$ cat src/hw/link_param_pkg.sv
// Purpose: Constants and types for the link parameter register bank.
// Assumes: APB slave, 32-bit data, one register per aligned word.
// Notes:   Printed offsets are not all multiples of four, so they are indices.
// How it works
// - Scrambler bit enables or bypasses scrambling
// - Lane field zero means one lane
// - Octets per frame reads 2M over L
// - Converter field zero means one converter
// - Control bits field selects none, one, two
// - Resolution field reads thirteen
// - Subclass field selects class zero or one
// - Sample width field reads fifteen
// - Samples field reads zero, bit five kept
// - High density bit reads zero
// - Control words field reads zero
// - Two free scratch registers
// - Checksum is parameter sum modulo 256
// - Driver power-down bit disables drivers
// - SYSREF loads multiframe phase offset
// - Emphasis codes 0x04 off, 0x14 on
// - Programmable eight-bit device identifier
// - Programmable four-bit bank identifier
// - Programmable five-bit lane identifier
package link_param_pkg;

  // ----------------------------------------------------------------
  // Register indices (byte address is four times the index)
  // ----------------------------------------------------------------
  localparam logic [7:0] IDX_DEVICE_IDENT  = 8'h64;
  localparam logic [7:0] IDX_BANK_IDENT    = 8'h65;
  localparam logic [7:0] IDX_LANE_IDENT    = 8'h67;
  localparam logic [7:0] IDX_SCRAMBLE_LANE = 8'h6E;
  localparam logic [7:0] IDX_OCTETS_FRAME  = 8'h6F;
  localparam logic [7:0] IDX_FRAMES_MULTI  = 8'h70;
  localparam logic [7:0] IDX_CONV_COUNT    = 8'h71;
  localparam logic [7:0] IDX_CTRL_RES      = 8'h72;
  localparam logic [7:0] IDX_SUBCLASS_WID  = 8'h73;
  localparam logic [7:0] IDX_SAMPLES_FRAME = 8'h74;
  localparam logic [7:0] IDX_DENSITY_CW    = 8'h75;
  localparam logic [7:0] IDX_SCRATCH_A     = 8'h76;
  localparam logic [7:0] IDX_SCRATCH_B     = 8'h77;
  localparam logic [7:0] IDX_CONFIG_SUM    = 8'h79;
  localparam logic [7:0] IDX_DRIVER_CTRL   = 8'h80;
  localparam logic [7:0] IDX_PHASE_OFFSET  = 8'h8B;
  localparam logic [7:0] IDX_EMPHASIS      = 8'hA8;
  localparam int         ADDR_W            = 10;

  // ----------------------------------------------------------------
  // Field positions
  // ----------------------------------------------------------------
  localparam int SCR_BIT       = 7;
  localparam int CS_LSB        = 6;
  localparam int SUBCLASS_LSB  = 5;
  localparam int S_RSV_BIT     = 5;
  localparam int HD_BIT        = 7;
  localparam int DRV_PD_BIT    = 1;

  // ----------------------------------------------------------------
  // Fixed readback values and codes
  // ----------------------------------------------------------------
  localparam logic [3:0] RESOLUTION_M1  = 4'hD;
  localparam logic [3:0] SAMPLE_BITS_M1 = 4'hF;
  localparam logic [4:0] SAMPLES_M1     = 5'h00;
  localparam logic [4:0] CTRL_WORDS     = 5'h00;
  localparam logic [7:0] EMPH_OFF       = 8'h04;
  localparam logic [7:0] EMPH_ON        = 8'h14;
  localparam logic [1:0] CS_NONE        = 2'h0;
  localparam logic [1:0] CS_ONE         = 2'h1;
  localparam logic [1:0] CS_TWO         = 2'h2;
  localparam logic [1:0] SUBCLASS_ZERO  = 2'h0;
  localparam logic [1:0] SUBCLASS_ONE   = 2'h1;

  // ----------------------------------------------------------------
  // Reset values
  // ----------------------------------------------------------------
  localparam logic [7:0] RST_DEVICE_IDENT = 8'h00;
  localparam logic [3:0] RST_BANK_IDENT   = 4'h0;
  localparam logic [4:0] RST_LANE_IDENT   = 5'h00;
  localparam logic       RST_SCR          = 1'b0;
  localparam logic [4:0] RST_LANES_M1     = 5'h00;
  localparam logic [7:0] RST_FRAMES_MULTI = 8'h1F;
  localparam logic [7:0] RST_CONV_M1      = 8'h00;
  localparam logic [1:0] RST_CS           = 2'h0;
  localparam logic [1:0] RST_SUBCLASS     = 2'h1;
  localparam logic       RST_S_RSV        = 1'b1;
  localparam logic [7:0] RST_SCRATCH      = 8'h00;
  localparam logic       RST_DRV_PD       = 1'b0;
  localparam logic [4:0] RST_PHASE_OFFSET = 5'h00;
  localparam logic [7:0] RST_EMPHASIS     = 8'h04;
  localparam logic [4:0] PHASE_ZERO       = 5'h00;
  localparam logic [31:0] RDATA_ZERO      = 32'h0000_0000;

  // ----------------------------------------------------------------
  // Carriers
  // ----------------------------------------------------------------
  typedef struct packed {
    logic       scramble_en;
    logic [4:0] lanes_m1;
    logic [7:0] octets_per_frame;
    logic [7:0] frames_per_multi;
    logic [7:0] converters_m1;
    logic [1:0] ctrl_bits;
    logic [1:0] subclass;
    logic [7:0] device_ident;
    logic [3:0] bank_ident;
    logic [4:0] lane_ident;
    logic [7:0] config_sum;
  } link_cfg_t;

  typedef struct packed {
    logic        psel;
    logic        penable;
    logic        pwrite;
    logic [ADDR_W-1:0] paddr;
    logic [31:0] pwdata;
  } apb_req_t;

endpackage : link_param_pkg

$ cat src/hw/link_param_regs.sv
// Purpose: APB register bank holding the serial link parameters.
// Assumes: Single clock, synchronous active-low reset, zero wait-state APB.
// Notes:   Read-only fields are computed, never stored.
//
// The APB register port is this design's own decision.
`timescale 1ns/1ns
module link_param_regs
  import link_param_pkg::*;
(
  // Clock and reset
  input  wire logic              ref_clk_i,
  input  wire logic              nrst_i,
  // APB slave
  input  wire apb_req_t          apb_req_i,
  output logic [31:0]            prdata_o,
  output logic                   pready_o,
  output logic                   pslverr_o,
  // Link timing
  input  wire logic              sysref_i,
  input  wire logic              frame_tick_i,
  // Link controls
  output link_cfg_t              link_cfg_o,
  output logic                   drivers_pd_o,
  output logic                   emphasis_en_o,
  output logic [4:0]             mf_phase_o
);

  // ----------------------------------------------------------------
  // Storage
  // ----------------------------------------------------------------
  logic [7:0] device_ident;
  logic [3:0] bank_ident;
  logic [4:0] lane_ident;
  logic       scramble_en;
  logic [4:0] lanes_m1;
  logic [7:0] frames_multi;
  logic [7:0] conv_m1;
  logic [1:0] ctrl_bits;
  logic [1:0] subclass;
  logic       s_reserved;
  logic [7:0] scratch_a;
  logic [7:0] scratch_b;
  logic       drv_pd;
  logic [4:0] phase_offset;
  logic [7:0] emphasis;
  logic [4:0] mf_phase;
  logic       sysref_q;

  // ----------------------------------------------------------------
  // Bus decode
  // ----------------------------------------------------------------
  wire        access   = apb_req_i.psel & apb_req_i.penable;
  wire        wr_en    = access & apb_req_i.pwrite;
  wire        word_ok  = (apb_req_i.paddr[1:0] == 2'h0);
  wire  [7:0] idx      = apb_req_i.paddr[ADDR_W-1:2];
  wire        hit_did  = word_ok && (idx == IDX_DEVICE_IDENT);
  wire        hit_bid  = word_ok && (idx == IDX_BANK_IDENT);
  wire        hit_lid  = word_ok && (idx == IDX_LANE_IDENT);
  wire        hit_scl  = word_ok && (idx == IDX_SCRAMBLE_LANE);
  wire        hit_f    = word_ok && (idx == IDX_OCTETS_FRAME);
  wire        hit_k    = word_ok && (idx == IDX_FRAMES_MULTI);
  wire        hit_m    = word_ok && (idx == IDX_CONV_COUNT);
  wire        hit_ncs  = word_ok && (idx == IDX_CTRL_RES);
  wire        hit_sub  = word_ok && (idx == IDX_SUBCLASS_WID);
  wire        hit_s    = word_ok && (idx == IDX_SAMPLES_FRAME);
  wire        hit_hd   = word_ok && (idx == IDX_DENSITY_CW);
  wire        hit_sa   = word_ok && (idx == IDX_SCRATCH_A);
  wire        hit_sb   = word_ok && (idx == IDX_SCRATCH_B);
  wire        hit_sum  = word_ok && (idx == IDX_CONFIG_SUM);
  wire        hit_drv  = word_ok && (idx == IDX_DRIVER_CTRL);
  wire        hit_ph   = word_ok && (idx == IDX_PHASE_OFFSET);
  wire        hit_emp  = word_ok && (idx == IDX_EMPHASIS);
  wire        mapped   = hit_did | hit_bid | hit_lid | hit_scl | hit_f | hit_k | hit_m
                       | hit_ncs | hit_sub | hit_s | hit_hd | hit_sa | hit_sb
                       | hit_sum | hit_drv | hit_ph | hit_emp;
  wire  [7:0] wd       = apb_req_i.pwdata[7:0];
  // Read data is captured in the setup cycle of a read only
  wire        rd_setup = apb_req_i.psel & ~apb_req_i.penable & ~apb_req_i.pwrite;

  // ----------------------------------------------------------------
  // Derived parameters
  // ----------------------------------------------------------------
  // lane count code
  wire  [8:0] lanes    = {4'h0, lanes_m1} + 9'h001;
  wire  [8:0] convs    = {1'b0, conv_m1} + 9'h001;
  wire  [9:0] f_num    = {convs, 1'b0};
  wire  [9:0] f_val    = f_num / {1'b0, lanes};
  wire  [7:0] octets   = f_val[7:0];

  wire  [7:0] cfg_sum  = device_ident + {4'h0, bank_ident} + {3'h0, lane_ident}
                       + {7'h00, scramble_en} + {3'h0, lanes_m1} + (octets - 8'h01)
                       + (frames_multi - 8'h01) + conv_m1 + {6'h00, ctrl_bits}
                       + {4'h0, RESOLUTION_M1} + {6'h00, subclass}
                       + {4'h0, SAMPLE_BITS_M1} + {3'h0, SAMPLES_M1}
                       + {3'h0, CTRL_WORDS};

  // ----------------------------------------------------------------
  // Read mux
  // ----------------------------------------------------------------
  // fixed resolution readback
  wire  [7:0] rd_ncs   = {ctrl_bits, 2'h0, RESOLUTION_M1};
  wire  [7:0] rd_sub   = {1'b0, subclass, 1'b0, SAMPLE_BITS_M1};
  wire  [7:0] rd_s     = {2'h0, s_reserved, SAMPLES_M1};
  wire  [7:0] rd_hd    = {1'b0, 2'h0, CTRL_WORDS};
  wire  [7:0] rd_byte  = hit_did ? device_ident
                       : hit_bid ? {4'h0, bank_ident}
                       : hit_lid ? {3'h0, lane_ident}
                       : hit_scl ? {scramble_en, 2'h0, lanes_m1}
                       : hit_f   ? octets
                       : hit_k   ? frames_multi
                       : hit_m   ? conv_m1
                       : hit_ncs ? rd_ncs
                       : hit_sub ? rd_sub
                       : hit_s   ? rd_s
                       : hit_hd  ? rd_hd
                       : hit_sa  ? scratch_a
                       : hit_sb  ? scratch_b
                       : hit_sum ? cfg_sum
                       : hit_drv ? {6'h00, drv_pd, 1'b0}
                       : hit_ph  ? {3'h0, phase_offset}
                       : hit_emp ? emphasis
                       : 8'h00;

  assign pready_o  = 1'b1;
  assign pslverr_o = access & ~mapped;

  always_ff @(posedge ref_clk_i) begin
    if (!nrst_i) begin
      prdata_o <= RDATA_ZERO;
    end else if (rd_setup) begin
      prdata_o <= {24'h000000, rd_byte};
    end
  end

  // ----------------------------------------------------------------
  // Writable registers
  // ----------------------------------------------------------------
  always_ff @(posedge ref_clk_i) begin
    if (!nrst_i) begin
      device_ident <= RST_DEVICE_IDENT;
      bank_ident   <= RST_BANK_IDENT;
      lane_ident   <= RST_LANE_IDENT;
      scramble_en  <= RST_SCR;
      lanes_m1     <= RST_LANES_M1;
      frames_multi <= RST_FRAMES_MULTI;
      conv_m1      <= RST_CONV_M1;
      ctrl_bits    <= RST_CS;
      subclass     <= RST_SUBCLASS;
      s_reserved   <= RST_S_RSV;
      scratch_a    <= RST_SCRATCH;
      scratch_b    <= RST_SCRATCH;
      drv_pd       <= RST_DRV_PD;
      phase_offset <= RST_PHASE_OFFSET;
      emphasis     <= RST_EMPHASIS;
    end else if (wr_en) begin
      if (hit_did) device_ident <= wd;
      if (hit_bid) bank_ident <= wd[3:0];
      if (hit_lid) lane_ident <= wd[4:0];
      if (hit_scl) scramble_en <= wd[SCR_BIT];
      if (hit_scl) lanes_m1 <= wd[4:0];
      if (hit_k) frames_multi <= wd;
      if (hit_m) conv_m1 <= wd;
      if (hit_ncs) ctrl_bits <= wd[CS_LSB +: 2];
      if (hit_sub) subclass <= wd[SUBCLASS_LSB +: 2];
      if (hit_s) s_reserved <= wd[S_RSV_BIT];
      if (hit_sa) scratch_a <= wd;
      if (hit_sb) scratch_b <= wd;
      if (hit_drv) drv_pd <= wd[DRV_PD_BIT];
      if (hit_ph) phase_offset <= wd[4:0];
      if (hit_emp) emphasis <= wd;
    end
  end

  // ----------------------------------------------------------------
  // Multiframe phase counter
  // ----------------------------------------------------------------
  // Phase wraps at the programmed frames per multiframe; a zero
  // multiframe length would never wrap, so the low bits are used.
  wire        sysref_rise = sysref_i & ~sysref_q;
  wire  [4:0] mf_last     = frames_multi[4:0] - 5'h01;
  wire  [4:0] next_phase  = (mf_phase == mf_last) ? PHASE_ZERO : mf_phase + 5'h01;

  always_ff @(posedge ref_clk_i) begin
    if (!nrst_i) begin
      sysref_q <= 1'b0;
      mf_phase <= PHASE_ZERO;
    end else begin
      sysref_q <= sysref_i;
      if (sysref_rise) begin
        mf_phase <= phase_offset;
      end else if (frame_tick_i) begin
        mf_phase <= next_phase;
      end
    end
  end

  // ----------------------------------------------------------------
  // Outputs
  // ----------------------------------------------------------------
  always_ff @(posedge ref_clk_i) begin
    if (!nrst_i) begin
      link_cfg_o    <= '0;
      drivers_pd_o  <= 1'b0;
      emphasis_en_o <= 1'b0;
    end else begin
      link_cfg_o.scramble_en      <= scramble_en;
      link_cfg_o.lanes_m1         <= lanes_m1;
      link_cfg_o.octets_per_frame <= octets;
      link_cfg_o.frames_per_multi <= frames_multi;
      link_cfg_o.converters_m1    <= conv_m1;
      link_cfg_o.ctrl_bits        <= ctrl_bits;
      link_cfg_o.subclass         <= subclass;
      link_cfg_o.device_ident     <= device_ident;
      link_cfg_o.bank_ident       <= bank_ident;
      link_cfg_o.lane_ident       <= lane_ident;
      link_cfg_o.config_sum       <= cfg_sum;
      drivers_pd_o                <= drv_pd;
      // Any code other than the enable code leaves emphasis off
      emphasis_en_o               <= (emphasis == EMPH_ON);
    end
  end

  assign mf_phase_o = mf_phase;

  // ----------------------------------------------------------------
  // Checks
  // ----------------------------------------------------------------
  scr_follows_a: assert property (@(posedge ref_clk_i) disable iff (!nrst_i)
    wr_en && hit_scl |=> ##1 link_cfg_o.scramble_en == $past(wd[SCR_BIT], 2))
    else $error("scrambler enable did not follow write");

  f_readback_a: assert property (@(posedge ref_clk_i) disable iff (!nrst_i)
    (lanes_m1 == 5'h00 && conv_m1 == 8'h00) |-> octets == 8'h02)
    else $error("octets per frame not two");

  res_ro_a: assert property (@(posedge ref_clk_i) disable iff (!nrst_i)
    rd_setup && hit_ncs |=> prdata_o[3:0] == 4'hD)
    else $error("resolution readback wrong");

  width_ro_a: assert property (@(posedge ref_clk_i) disable iff (!nrst_i)
    rd_setup && hit_sub |=> prdata_o[3:0] == 4'hF)
    else $error("sample width readback wrong");

  density_zero_a: assert property (@(posedge ref_clk_i) disable iff (!nrst_i)
    rd_setup && hit_hd |=> prdata_o[7:0] == 8'h00)
    else $error("density word not zero");

  scratch_keep_a: assert property (@(posedge ref_clk_i) disable iff (!nrst_i)
    wr_en && hit_sa |=> scratch_a == $past(wd))
    else $error("scratch write lost");

  sum_tracks_a: assert property (@(posedge ref_clk_i) disable iff (!nrst_i)
    wr_en && hit_did |=> ##1 link_cfg_o.config_sum == $past(cfg_sum))
    else $error("checksum not updated");

  drv_pd_a: assert property (@(posedge ref_clk_i) disable iff (!nrst_i)
    wr_en && hit_drv |=> ##1 drivers_pd_o == $past(wd[DRV_PD_BIT], 2))
    else $error("driver power-down mismatch");

  phase_load_a: assert property (@(posedge ref_clk_i) disable iff (!nrst_i)
    sysref_i && !sysref_q |=> mf_phase == $past(phase_offset))
    else $error("phase offset not loaded");

  emph_code_a: assert property (@(posedge ref_clk_i) disable iff (!nrst_i)
    wr_en && hit_emp && wd == 8'h14 |=> ##1 emphasis_en_o)
    else $error("emphasis not enabled");

endmodule : link_param_regs

$ cat config.mk
export PLATFORM = sky130hd
export DESIGN_NAME = link_param_regs
export DESIGN_NICKNAME = d
export VERILOG_FILES = /design/src/hw/link_param_pkg.sv /design/src/hw/link_param_regs.sv
export SDC_FILE = /design/constraint.sdc
export NUM_CORES = 1
export LEC_CHECK = 0
export BUFFER_PORTS_ARGS = -buffer_cell sky130_fd_sc_hd__buf_4
export CAP_MARGIN = 20
export CORE_MARGIN = 4
export CORE_UTILIZATION = 53
export CTS_CLUSTER_SIZE = 24
export DETAILED_ROUTE_END_ITERATION = 10
export PLACE_DENSITY = 0.74
export SYNTH_ARGS = -nofsm -noshare
export SYNTH_HDL_FRONTEND = slang
export SYNTH_SLANG_ARGS = --single-unit
$ cat constraint.sdc
create_clock -name ref_clk_i -period 21.3 [get_ports ref_clk_i]
set_input_delay 2.13 -clock ref_clk_i [delete_from_list [all_inputs] [get_ports ref_clk_i]]
set_output_delay 2.13 -clock ref_clk_i [all_outputs]
set_load 0.005 [all_outputs]
==> results.toml <==
[global_route]
grt_usage = 0.279
grt_max_degree = 99
grt_pass1_vias = 9446
use_met3 = 0.0545
grt_pass1_wl_mm = 49.8
grt_busiest_layer = "met2"
met2_usage = 0.460
antenna_found_initial = 1
overflow = 0
use_met1 = 0.368

[timing]
slew_headroom = 0.287
max_freq_ghz = 0.0491
max_slew.worst_pin.slew_ps = 1070
post-route-min-period_ps = 20360
finalMaxSlewViolations = 0
timing.final.crit_share = 0.956
finalHoldViolCount = 0
skew_ps = 7.49
fin_ws_ps = 937
setup_viol = 0

[synth]
yosys.area_share.simple = 0.233
synth_cells = 1297
yosys_warnings = 0
avgSynthCellArea_um2 = 8.40
synth.largest_area_cell = "dfxtp_1"
synthArstFlopShare = 0
synth_compound_area_frac = 0.186
synth_cell_type_count = 94
yosysTopAreaCellShare = 0.274
ys_seq_elements = 149
syn_area_um2 = 10900
synth_fa_ha_area_frac = 0.133
yosys-top-cells-area = "dfxtp_1 27%, ha_1 7.6%, fa_1 5.7%"
yosys-mux-area-fraction = 0.0590
synth-seq-area-share = 0.274
synthXorXnorAreaFrac = 0.0458
synth_enable_flop_cells = 0
synth_ff_type = "dfxtp_1"
synth_top_family_by_area = "simple AND/OR/NAND/NOR gates"

[clocking]
clock_path_buffers = 2
cts_buffers = 17
tritoncts = "done"
hold_buffers = 0
cts.sinks = 149
clkLatencyLatePin_ps = 430
cts_max_level = 4
clock-root-buffer = "clkbuf_16"
clkSlewWorstSetupHoldPaths_ps = 70

[place]
hpwl_mm = 24.3
place_ws_ps = -87.3
globalplace.congestion = 0.953
port_buffers = 99

[worst_setup_path]
critPathSlowestCell = "fa_1"
reg2reg_from = "conv_m1[1]"
path_class = "reg -> reg"
cp_max_fo = 7
critPathLaunchType = "flip-flop"
critical_path_buf_inv_count = 10
required_ps = 21620
reg2reg_depth = 106
rr_endpoint = "prdata_o[5]"
cp_top_family = "compound AO/OA/AOI/OAI gates"
worst-path-stages = 106
r2r_slack_ps = 940
endpoint = "prdata_o[5]"
crit_top_cell = "ha_1"
slowest_delay_ps = 550
crit_start = "conv_m1[1]"
end_kind = "flip-flop"
cp.arrival_ps = 20680

[power_and_ir_drop]
p_int_mw = 0.822
power_switching_mw = 0.513
ir_drop_uv = 88.1
p_leak_nw = 5.65
pwr-share-seq = 0.221
power_density_nw_per_um2 = 101
p_comb_frac = 0.556
p_sw_frac = 0.384
pwr-share-clk = 0.223

[final_layout]
n_antenna_cell = 0
num-fill-cells = 1726
area_growth_pct = 21.2
nNetsFinal = 1600
final_cell_mix = "198 x buf_4, 145 x dfxtp_1, 125 x nand2_1, 73 x inv_1, 64 x and2_1"
drive_gt1_frac = 0.224
fin_util = 0.653
layout_commonest_cell = "buf_4"

[detailed_routing]
wl_mm = 32.6
first_pass_iters = 7
num_vias = 10100
viasPerCell = 5.83
wire_per_inst_um = 18.8
drtIter0Drc = 833
ant_nets = 0
drc_errors = 0

[run_status]
outcome = "completed"

[die]
fp.dieW_um = 151
placementRows = 52
fp.dieH_um = 151
core_um2 = 20200
die_area_um2 = 22900
initial_core_util = 0.539
io_pins = 149

[job]
maxCapViolCount = 0

[worst_hold_path]
hp-class = "reg -> reg"
min_path_cells = 2
==> state kept, by name, indices dropped and copies added (netlist names) <==
name,cells
device_ident,8
frames_multi,8
scramble_en,1
sysref_q,1
s_reserved,1
emphasis_en_o,1
scratch_b,8
phase_offset,5
ctrl_bits,2
bank_ident,4
lane_ident,5
scratch_a,8
conv_m1,8
drivers_pd_o,1
mf_phase_o,5
lanes_m1,5
emphasis,8
link_cfg_o,59
prdata_o,8
subclass,2
drv_pd,1
==> area by class of cell <==
class | instances | area, µm² | area share
Multi-Input combinational cell | 1008 | 7480 | 0.567
Sequential cell | 149 | 2990 | 0.226
Timing Repair Buffer | 202 | 1540 | 0.116
Clock buffer | 18 | 439 | 0.0332
Tap cell | 270 | 338 | 0.0256
Inverter | 76 | 285 | 0.0216
Clock inverter | 14 | 138 | 0.0104
==> kinds of logic after synthesis <==
group	Yosys count
and+or+nand+nor	486
AOI/OAI and AO/OA	282
buffers and inverters	163
DFF	149
adders and majority gates	97
xor gates and xnor gates	57
muxes	61
other	2
==> synth_stat cells (all sizes together) (5+ instances only) <==
master / count
dfxtp: 149
nand2: 125
inv: 76
and2: 68
ha: 66
nand3: 66
nor2: 59
clkbuf: 49
o21ai: 49
a21oi: 48
nor2b: 46
mux2i: 44
a21boi: 42
xnor2: 39
buf: 38
fa: 31
nor3: 29
a21o: 19
xor2: 18
and3: 16
mux2: 16
nand2b: 16
nand4: 15
a31oi: 13
o21a: 12
nor4: 11
o211ai: 11
or2: 11
o31ai: 10
a211oi: 8
o211a: 8
a22oi: 7
or3: 7
a2111oi: 5
o21bai: 5
o221ai: 5
==> tightest hold or removal path, delay by kind of cell (launching register included) <==
family	cells	cell delay (ps)
compound gates	1	60
simple gates	1	50
flops	1	310
==> power by group through the flow <==
stage                     combinational [mW]  sequential (mW)  clock [mW]
after detailed placement               0.649            0.301           0
final                                  0.742            0.295       0.298
after global routing                   0.816            0.295       0.313
after CTS                              0.657            0.295       0.301
after global placement                 0.629            0.301           0
after floorplan                        0.403            0.302           0
==> layer usage <==
metal,vias to the layer above,wire [µm],share of wire
li1,4836,-,-
met1,4813,13800,0.42
met2,413,15500,0.47
met3,69,2490,0.076
met4,0,911,0.028
met5,-,0,0
==> how the worst min path moves through the flow <==
stage                 startpoint            end  slack (ps)
finish              scratch_b[1]   scratch_b[1]         460
global route         emphasis[7]  emphasis_en_o         480
CTS                  emphasis[7]  emphasis_en_o         470
detailed placement  scratch_b[2]   scratch_b[2]         460
global placement    scratch_b[0]   scratch_b[0]         450
floorplan            emphasis[1]  emphasis_en_o         420
==> repair_timing <==
action / 4_1_cts / 5_1_grt
endpoints found under the setup margin: 4 / 15
buffers inserted: 0 / 12
resized for setup: 7 / 63
pin swaps: 3 / 38
==> through the flow <==
stage | area, µm² | std cells | setup TNS [ps] | power (mW) | hold slack, ps
after floorplan | 11000 | 1320 | 0 | 0.705 | 418
after global placement | 12300 | 1693 | 0 | 0.930 | 448
after detailed placement | 12300 | 1693 | -118 | 0.950 | 456
after CTS | 12900 | 1725 | 0 | 1.25 | 465
after global routing | 13200 | 1737 | -581 | 1.42 | 483
final | 13200 | 1737 | 0 | 1.34 | 464
Note: power is estimated with default switching activity, not from simulation.
